File: config.mk
export PLATFORM = sky130hd
export DESIGN_NAME = lane_group_align_control
export DESIGN_NICKNAME = d
export VERILOG_FILES = /design/src/logic/lane_align_pkg.sv /design/src/logic/lane_group_align_control.sv
export SDC_FILE = /design/constraint.sdc
export NUM_CORES = 1
export LEC_CHECK = 0
export BUFFER_PORTS_ARGS = -buffer_cell sky130_fd_sc_hd__buf_4
export CAP_MARGIN = 20
export CORE_MARGIN = 3
export CORE_UTILIZATION = 40
export CTS_CLUSTER_DIAMETER = 200
export DETAILED_ROUTE_END_ITERATION = 16
export GPL_TIMING_DRIVEN = 0
export HOLD_SLACK_MARGIN = 0.02
export PLACE_DENSITY = 0.69
export SLEW_MARGIN = 20
export SYNTH_ARGS = -nofsm -noshare
export SYNTH_HDL_FRONTEND = slang
export SYNTH_SLANG_ARGS = --single-unit
File: constraint.sdc
create_clock -name clk_in -period 1.5 [get_ports clk_in]
set_input_delay 0.225 -clock clk_in [delete_from_list [all_inputs] [get_ports clk_in]]
set_output_delay 0.225 -clock clk_in [all_outputs]
set_load 0.01 [all_outputs]
File: src/logic/lane_align_pkg.sv
package lane_align_pkg;
	// register indices; the byte address is four times the index (see reg_addr)
	localparam int unsigned N_IDX = 12;
	localparam logic [19:0] IDX_MEMBER_A   = 20'h30810;
	localparam logic [19:0] IDX_MODE_A     = 20'h30811;
	localparam logic [19:0] IDX_RESYNC_A   = 20'h30820;
	localparam logic [19:0] IDX_BYPASS_A   = 20'h30821;
	localparam logic [19:0] IDX_MEMBER_B   = 20'h30910;
	localparam logic [19:0] IDX_MODE_B     = 20'h30911;
	localparam logic [19:0] IDX_RESYNC_B   = 20'h30920;
	localparam logic [19:0] IDX_BYPASS_B   = 20'h30921;
	localparam logic [19:0] IDX_ALNSTAT_A  = 20'h30805;
	localparam logic [19:0] IDX_ALNSTAT_B  = 20'h30905;
	localparam logic [19:0] IDX_PAIRSTAT_A = 20'h30814;
	localparam logic [19:0] IDX_PAIRSTAT_B = 20'h30914;
	localparam logic [19:0] IDX_IRQ_STAT   = 20'h30a00;
	localparam logic [19:0] IDX_IRQ_MASK   = 20'h30a01;
	localparam int unsigned ADDR_W = 22;

	// field positions
	localparam int unsigned B_LANE_C    = 2;
	localparam int unsigned B_LANE_D    = 3;
	localparam int unsigned B_MEMBER_C  = 6;
	localparam int unsigned B_MEMBER_D  = 7;
	localparam int unsigned B_PAIR_RSY  = 5;
	localparam int unsigned B_XAUI      = 7;
	localparam int unsigned B_BYPASS    = 0;
	localparam int unsigned B_OVFL      = 1;
	localparam int unsigned B_OOS       = 4;
	localparam int unsigned B_ALIGNED_C = 6;
	localparam int unsigned B_ALIGNED_D = 7;
	localparam logic [7:0] MEMBER_WMASK = 8'hcf;

	localparam logic [7:0] CTRL_RESET = 8'h00;
	localparam logic [7:0] MODE_NONE  = 8'h00;
	localparam logic [7:0] MODE_TWIN  = 8'h0a;
	localparam logic [7:0] MODE_QUAD  = 8'h0f;

	// interrupt status bit layout: per block, overflow and out of sync
	localparam int unsigned IRQ_W = 4;

	typedef enum logic [1:0] {
		ALIGN_NONE = 2'b00,
		ALIGN_TWIN = 2'b01,
		ALIGN_QUAD = 2'b10
	} align_mode_t;

	// per-block controls handed to the lane datapath
	typedef struct packed {
		logic [1:0]  realign_pulse;   // word realign, lanes d,c
		logic [1:0]  lane_resync;     // fifo pointer reset, lanes d,c
		logic [1:0]  group_member;    // lanes d,c
		align_mode_t mode;
		logic        xaui_sel;
		logic        bypass;
	} blk_ctrl_t;

	// per-block status from the lane datapath
	typedef struct packed {
		logic [1:0] aligned;   // lanes d,c
		logic       overflow;
		logic       out_of_sync;
	} blk_stat_t;

	// byte address of a register index
	function automatic logic [ADDR_W-1:0] reg_addr(input logic [19:0] idx);
		return {idx, 2'b00};
	endfunction : reg_addr
endpackage : lane_align_pkg

File: src/logic/lane_group_align_control.sv
// The APB slave port is this design's own decision.
`timescale 1ns/1ps
////////////////////////////////////////////////////////////////////////////////
// Summary of operation
// - realign word on request rising edge
// - member bit puts lane into group
// - mode byte selects none, twin, quad
// - lane resync edge resets fifo pointers
// - pair resync edge resyncs both lanes
// - xaui select overrides per-lane fsm select
// - bypass bit skips alignment fifos
// - all controls reset to zero
// - overflow, out-of-sync flags clear on read
// - per-lane aligned flag, zero after reset
module lane_group_align_control (
	input  wire logic                              clk_in,          // 200 mhz
	input  wire logic                              rst_n_in,        // async, active low
	input  wire logic [lane_align_pkg::ADDR_W-1:0] paddr_in,        // apb address
	input  wire logic                              psel_in,         // apb select
	input  wire logic                              penable_in,      // apb enable
	input  wire logic                              pwrite_in,       // apb direction
	input  wire logic [31:0]                       pwdata_in,       // apb write data
	output logic      [31:0]                       prdata_out,      // apb read data
	output logic                                   pready_out,      // apb ready
	output logic                                   pslverr_out,     // unmapped access
	input  wire lane_align_pkg::blk_stat_t         stat_a_in,       // block a lane status
	input  wire lane_align_pkg::blk_stat_t         stat_b_in,       // block b lane status
	output lane_align_pkg::blk_ctrl_t              ctrl_a_out,      // block a controls
	output lane_align_pkg::blk_ctrl_t              ctrl_b_out,      // block b controls
	output logic                                   irq_out          // level interrupt
);
	import lane_align_pkg::*;

	logic [7:0] member_q   [2];
	logic [7:0] mode_q     [2];
	logic [7:0] resync_q   [2];
	logic [7:0] bypass_q   [2];
	logic [7:0] member_p_q [2];  // previous values for edge detection
	logic [7:0] resync_p_q [2];
	logic [1:0] aligned_q  [2];
	logic       ovfl_q     [2];
	logic       oos_q      [2];
	logic [IRQ_W-1:0] irq_stat_q;
	logic [IRQ_W-1:0] irq_mask_q;
	logic [IRQ_W-1:0] irq_ev;
	blk_stat_t  stat   [2];
	blk_ctrl_t  ctrl_d [2];
	logic       setup, wr, rd, hit;
	logic [31:0] rdata_d;
	logic       rd_pstat [2];
	logic       rd_irq;

	assign stat[0] = stat_a_in;
	assign stat[1] = stat_b_in;

	////////////////////////////////////////////////////////////////////////////
	// apb: zero-wait answer, setup cycle decodes, access cycle commits
	assign setup = psel_in && !penable_in;
	assign wr    = psel_in && penable_in && pwrite_in;
	assign rd    = psel_in && penable_in && !pwrite_in;

	// decode the mode byte; unlisted codes behave as no alignment
	function automatic align_mode_t mode_dec(input logic [7:0] m);
		if (m == MODE_TWIN) return ALIGN_TWIN;
		else if (m == MODE_QUAD) return ALIGN_QUAD;
		else return ALIGN_NONE;
	endfunction : mode_dec

	// read mux and map hit
	always_comb begin
		rdata_d = 32'h0000_0000;
		hit     = 1'b1;
		if (paddr_in == reg_addr(IDX_MEMBER_A)) begin
			rdata_d[7:0] = member_q[0];
		end else if (paddr_in == reg_addr(IDX_MODE_A)) begin
			rdata_d[7:0] = mode_q[0];
		end else if (paddr_in == reg_addr(IDX_RESYNC_A)) begin
			rdata_d[7:0] = resync_q[0];
		end else if (paddr_in == reg_addr(IDX_BYPASS_A)) begin
			rdata_d[7:0] = bypass_q[0];
		end else if (paddr_in == reg_addr(IDX_MEMBER_B)) begin
			rdata_d[7:0] = member_q[1];
		end else if (paddr_in == reg_addr(IDX_MODE_B)) begin
			rdata_d[7:0] = mode_q[1];
		end else if (paddr_in == reg_addr(IDX_RESYNC_B)) begin
			rdata_d[7:0] = resync_q[1];
		end else if (paddr_in == reg_addr(IDX_BYPASS_B)) begin
			rdata_d[7:0] = bypass_q[1];
		end else if (paddr_in == reg_addr(IDX_ALNSTAT_A)) begin
			rdata_d[B_ALIGNED_D:B_ALIGNED_C] = aligned_q[0];
		end else if (paddr_in == reg_addr(IDX_ALNSTAT_B)) begin
			rdata_d[B_ALIGNED_D:B_ALIGNED_C] = aligned_q[1];
		end else if (paddr_in == reg_addr(IDX_PAIRSTAT_A)) begin
			rdata_d[B_OVFL] = ovfl_q[0];
			rdata_d[B_OOS]  = oos_q[0];
		end else if (paddr_in == reg_addr(IDX_PAIRSTAT_B)) begin
			rdata_d[B_OVFL] = ovfl_q[1];
			rdata_d[B_OOS]  = oos_q[1];
		end else if (paddr_in == reg_addr(IDX_IRQ_STAT)) begin
			rdata_d[IRQ_W-1:0] = irq_stat_q;
		end else if (paddr_in == reg_addr(IDX_IRQ_MASK)) begin
			rdata_d[IRQ_W-1:0] = irq_mask_q;
		end else begin
			hit = 1'b0;
		end
	end

	// data, ready and error registered in the setup cycle, so access ends at once
	always_ff @(posedge clk_in or negedge rst_n_in) begin
		if (!rst_n_in) begin
			prdata_out  <= 32'h0000_0000;
			pready_out  <= 1'b0;
			pslverr_out <= 1'b0;
		end else begin
			pready_out  <= setup;
			pslverr_out <= setup && !hit;
			prdata_out  <= (setup && !pwrite_in) ? rdata_d : 32'h0000_0000;
		end
	end

	assign rd_pstat[0] = rd && paddr_in == reg_addr(IDX_PAIRSTAT_A);
	assign rd_pstat[1] = rd && paddr_in == reg_addr(IDX_PAIRSTAT_B);
	assign rd_irq      = rd && paddr_in == reg_addr(IDX_IRQ_STAT);

	////////////////////////////////////////////////////////////////////////////
	// control registers; reserved bits 4,5 of the member register stay zero
	always_ff @(posedge clk_in or negedge rst_n_in) begin
		if (!rst_n_in) begin
			for (int b = 0; b < 2; b++) begin
				member_q[b] <= CTRL_RESET;
				mode_q[b]   <= CTRL_RESET;
				resync_q[b] <= CTRL_RESET;
				bypass_q[b] <= CTRL_RESET;
			end
		end else if (wr) begin
			if (paddr_in == reg_addr(IDX_MEMBER_A)) begin
				member_q[0] <= pwdata_in[7:0] & MEMBER_WMASK;
			end else if (paddr_in == reg_addr(IDX_MODE_A)) begin
				mode_q[0] <= pwdata_in[7:0];
			end else if (paddr_in == reg_addr(IDX_RESYNC_A)) begin
				resync_q[0] <= pwdata_in[7:0];
			end else if (paddr_in == reg_addr(IDX_BYPASS_A)) begin
				bypass_q[0] <= pwdata_in[7:0];
			end else if (paddr_in == reg_addr(IDX_MEMBER_B)) begin
				member_q[1] <= pwdata_in[7:0] & MEMBER_WMASK;
			end else if (paddr_in == reg_addr(IDX_MODE_B)) begin
				mode_q[1] <= pwdata_in[7:0];
			end else if (paddr_in == reg_addr(IDX_RESYNC_B)) begin
				resync_q[1] <= pwdata_in[7:0];
			end else if (paddr_in == reg_addr(IDX_BYPASS_B)) begin
				bypass_q[1] <= pwdata_in[7:0];
			end
		end
	end

	// previous request values; a held 1 issues nothing further
	always_ff @(posedge clk_in or negedge rst_n_in) begin
		if (!rst_n_in) begin
			for (int b = 0; b < 2; b++) begin
				member_p_q[b] <= CTRL_RESET;
				resync_p_q[b] <= CTRL_RESET;
			end
		end else begin
			for (int b = 0; b < 2; b++) begin
				member_p_q[b] <= member_q[b];
				resync_p_q[b] <= resync_q[b];
			end
		end
	end

	////////////////////////////////////////////////////////////////////////////
	// control outputs: rising-edge pulses plus steady levels
	always_comb begin
		for (int b = 0; b < 2; b++) begin
			ctrl_d[b].realign_pulse = member_q[b][B_LANE_D:B_LANE_C]
				& ~member_p_q[b][B_LANE_D:B_LANE_C];
			// pair resync hits both lanes, lane resync only its own
			ctrl_d[b].lane_resync = (resync_q[b][B_LANE_D:B_LANE_C]
				& ~resync_p_q[b][B_LANE_D:B_LANE_C])
				| {2{resync_q[b][B_PAIR_RSY] & ~resync_p_q[b][B_PAIR_RSY]}};
			ctrl_d[b].group_member = member_q[b][B_MEMBER_D:B_MEMBER_C];
			ctrl_d[b].mode         = mode_dec(mode_q[b]);
			ctrl_d[b].xaui_sel     = resync_q[b][B_XAUI];
			ctrl_d[b].bypass       = bypass_q[b][B_BYPASS];
		end
	end

	always_ff @(posedge clk_in or negedge rst_n_in) begin
		if (!rst_n_in) begin
			ctrl_a_out <= '0;
			ctrl_b_out <= '0;
		end else begin
			ctrl_a_out <= ctrl_d[0];
			ctrl_b_out <= ctrl_d[1];
		end
	end

	////////////////////////////////////////////////////////////////////////////
	// status flags: aligned follows the lane, pair flags are sticky, set beats read
	always_ff @(posedge clk_in or negedge rst_n_in) begin
		if (!rst_n_in) begin
			for (int b = 0; b < 2; b++) begin
				aligned_q[b] <= 2'b00;
				ovfl_q[b]    <= 1'b0;
				oos_q[b]     <= 1'b0;
			end
		end else begin
			for (int b = 0; b < 2; b++) begin
				aligned_q[b] <= stat[b].aligned;
				ovfl_q[b] <= stat[b].overflow || (ovfl_q[b] && !rd_pstat[b]);
				oos_q[b] <= stat[b].out_of_sync || (oos_q[b] && !rd_pstat[b]);
			end
		end
	end

	////////////////////////////////////////////////////////////////////////////
	// interrupt: sticky events, clear on read, masked onto one level
	assign irq_ev = {stat[1].out_of_sync, stat[1].overflow,
		stat[0].out_of_sync, stat[0].overflow};

	always_ff @(posedge clk_in or negedge rst_n_in) begin
		if (!rst_n_in) begin
			irq_stat_q <= '0;
			irq_mask_q <= '0;
			irq_out    <= 1'b0;
		end else begin
			irq_stat_q <= irq_ev | (rd_irq ? '0 : irq_stat_q);
			if (wr && paddr_in == reg_addr(IDX_IRQ_MASK))
				irq_mask_q <= pwdata_in[IRQ_W-1:0];
			irq_out <= |(irq_stat_q & irq_mask_q);
		end
	end
endmodule : lane_group_align_control
==> flow_summary.toml <==
[clocking]
htreeDepth = 4
clkTransAtPathRegs_ns = 0.05
cts_buffers = 17
max-clock-path-buffers = 2
cts_num_sinks = 117
cts-root-buf = "clkbuf_16"
worstSkewPairLatency_ns = 0.42
cts_tree = "done"

[floorplan]
fp.dieW_um = 122
io_pins = 122
core-area_um2 = 12900
die_area_um2 = 15000
start_util_pct = 41.9
die_h_um = 122
rows = 41

[final_layout]
drive_gt1_share_pct = 50.6
antenna_cells = 0
layout.nets = 683
layout_common_cells = "dfrtp_1, buf_4, mux2_4"
syn_to_final_growth_pct = 47.7
utilization_pct = 61.9
fin_cells = 800
layout_commonest_cell = "dfrtp_1"
fin_area_um2 = 8010

[run_status]
status = "finished with violations"
failed_checks = "setup timing"

[synthesis]
synthFlopType = "dfrtp_1"
syn_area_um2 = 5420
synth_edf_count = 0
synth-seq-cells = 117
syn_area_per_cell_um2 = 12.1
synth.distinct_cells = 62
synth_cells = 450
async_flop_share_pct = 100
yosys_warnings = 0
yosysSeqAreaShare_pct = 54.0

[worst_setup_path]
start_kind = "primary input"
worstPathArrival_ns = 2.14
rr_endpoint = "prdata_out[3]$_DFF_PN0_"
crit_fanout = 8
crit_required_ns = 1.80
r2r-start = "resync_q[3]$_DFFE_PN0P_"
rrSetupSlack_ns = -0.08
crit_start = "paddr_in[10]"
worst-setup-path-type = "primary input to flip-flop"
r2r_cells = 6
endpoint_kind = "flip-flop"
cp-endpoint = "bypass_q[1]$_DFFE_PN0P_"

[route]
vias = 4234
ant_nets = 0
detail_route.first_pass.iterations = 5
drc_errors = 0
avgRoutedWirePerCell_um = 20.8
initialDrtViolationCount = 257
routed_wl_um = 16700
post_drt_via_cell_ratio = 5.29

[place]
io_buffers = 71
dp_slack_ns = -1.26
place_inst = 716
dp_hpwl_um = 11200
dpl_cell_area_um2 = 6440
routabilityCongestion = 0.899

[sta]
skew_ns = 0.00692
relSlewSlack_pct = 40.4
fin_ws_ns = -0.336
tns_ns = -12.80
max_freq_mhz = 545
hold_violations = 0
worst_slew_pin_slew_ns = 0.894
setup_viol = 72
final_max_slew_viol_count = 0
fin_crit_ns = 1.84
min_period_over_period_pct = 122
rsz0062_at_grt = "yes"

[grt]
track_usage_pct = 23.0
gr-total-overflow = 0
grt_pass1_wl_um = 25200
antenna_found_initial = 0
grt_pass1_vias = 4197
grt_max_degree = 118

[power]
leakagePower_nw = 3.76
peakVddDrop_mv = 0.800
powerDensity_nw_per_um2 = 945

[job]
maxCapViolCount = 0

[worst_hold_path]
hold_path_class = "primary input to flip-flop"
worst min path at each step:
| stage | startpoint | to | depth (start not counted) |
|---|---|---|---|
| floorplan | rst_n_in | aligned_q[0]$_DFF_PN0_ | 0 |
| global route | penable_in | pready_out$_DFF_PN0_ | 2 |
| finish | penable_in | pready_out$_DFF_PN0_ | 2 |
| CTS | penable_in | pready_out$_DFF_PN0_ | 2 |
| global placement | stat_b_in[3] | aligned_q[1]$_DFF_PN0_ | 1 |
| detailed placement | stat_b_in[2] | aligned_q[0]$_DFF_PN0_ | 1 |
per-stage QoR:
step / power, mW / hold WS [ns]
floorplan: 3.41 / -0.0706
global placement: 3.65 / 0.334
detailed placement: 3.65 / 0.336
CTS: 7.59 / 0.0245
global route: 7.83 / 0.0330
finish: 7.56 / 0.0375
layer usage:
layer / track usage (%) / wire (µm)
met1: 31.6 / 7480
met2: 36.2 / 7950
met3: 5.85 / 987
met4: 6.51 / 246
met5: 0 / 0
power breakdown:
part | total [mW] | internal, mW | leakage (nW) | switching, mW
Sequential | 3.17 | 3.17 | 1.58 | 0.00240
Clock | 3.89 | 2.47 | 0.274 | 1.42
Combinational | 0.508 | 0.205 | 1.90 | 0.303
Total | 7.56 | 5.84 | 3.76 | 1.73
registers in the layout (all words and copies together) (netlist names), 6 cells and up:
name,flops
bypass_q,16
mode_q,16
resync_q,14
ctrl_a_out,10
ctrl_b_out,10
member_q,8
prdata_out,8
ctrl_d,6
resync_p_q,6
cells in the mapped netlist, types with 2 or more instances:
cell / number / area share, %
dfrtp_1: 117 / 54
mux2_2: 67 / 14
nand2_1: 32 / 2.2
buf_4: 24 / 3.3
nor2_1: 22 / 1.5
nand3_1: 17 / 1.6
o21ai_0: 15 / 1.4
mux2i_1: 10 / 1.8
nor3_1: 10 / 0.92
a21o_1: 9 / 1.2
a22oi_1: 7 / 0.97
nand4_1: 7 / 0.81
nor2b_1: 7 / 0.81
a211oi_1: 6 / 0.83
and2_1: 6 / 0.69
clkbuf_1: 6 / 0.42
inv_1: 6 / 0.42
nand2b_1: 5 / 0.58
or4_1: 5 / 0.69
a21oi_1: 4 / 0.37
a31oi_1: 4 / 0.46
o221ai_1: 4 / 0.65
buf_1: 3 / 0.21
buf_2: 3 / 0.28
nor3b_1: 3 / 0.42
nor4_1: 3 / 0.35
o311a_1: 3 / 0.55
a2111oi_0: 2 / 0.32
a2bb2oi_1: 2 / 0.32
a311oi_1: 2 / 0.32
a32o_1: 2 / 0.37
and4bb_2: 2 / 0.46
nor2_2: 2 / 0.23
nor3_2: 2 / 0.37
nor4_2: 2 / 0.46
nor4_4: 2 / 0.78
o32a_1: 2 / 0.37
cell families after synthesis:
group	Yosys count	share of synthesized area, %
AND/OR/NAND/NOR	141	15.8
AO/OA/AOI/OAI	70	9.51
flip-flops	117	54.0
multiplexers	77	15.8
buffers and inverters	44	4.91
other	1	0.0692
area by class of cell:
cell class | count | area, µm²
Tap cell | 172 | 215
Multi-Input combinational cell | 312 | 2870
Sequential cell | 117 | 2930
Fill cell | 1024 | 4920
Buffer | 36 | 283
Inverter | 7 | 26.3
Clock buffer | 22 | 454
Timing Repair Buffer | 125 | 1120
Clock inverter | 9 | 105
critical path, stage by stage:
cell and delay (ns):
clkbuf_2 0.23, inv_1 0.23, nor2_1 0.29, nand4_1 0.13, buf_4 0.18, nor4_4 0.35
buf_12 0.17, mux2_2 0.33
what timing repair did:
action,4_1_cts,5_1_grt
endpoints found under the hold margin,60,0
hold buffers,9,0
setup endpoints to repair,76,79
pin swaps,33,33
buffers inserted,40,14
resized for setup,83,46
Note: power is estimated with default switching activity, not from simulation.
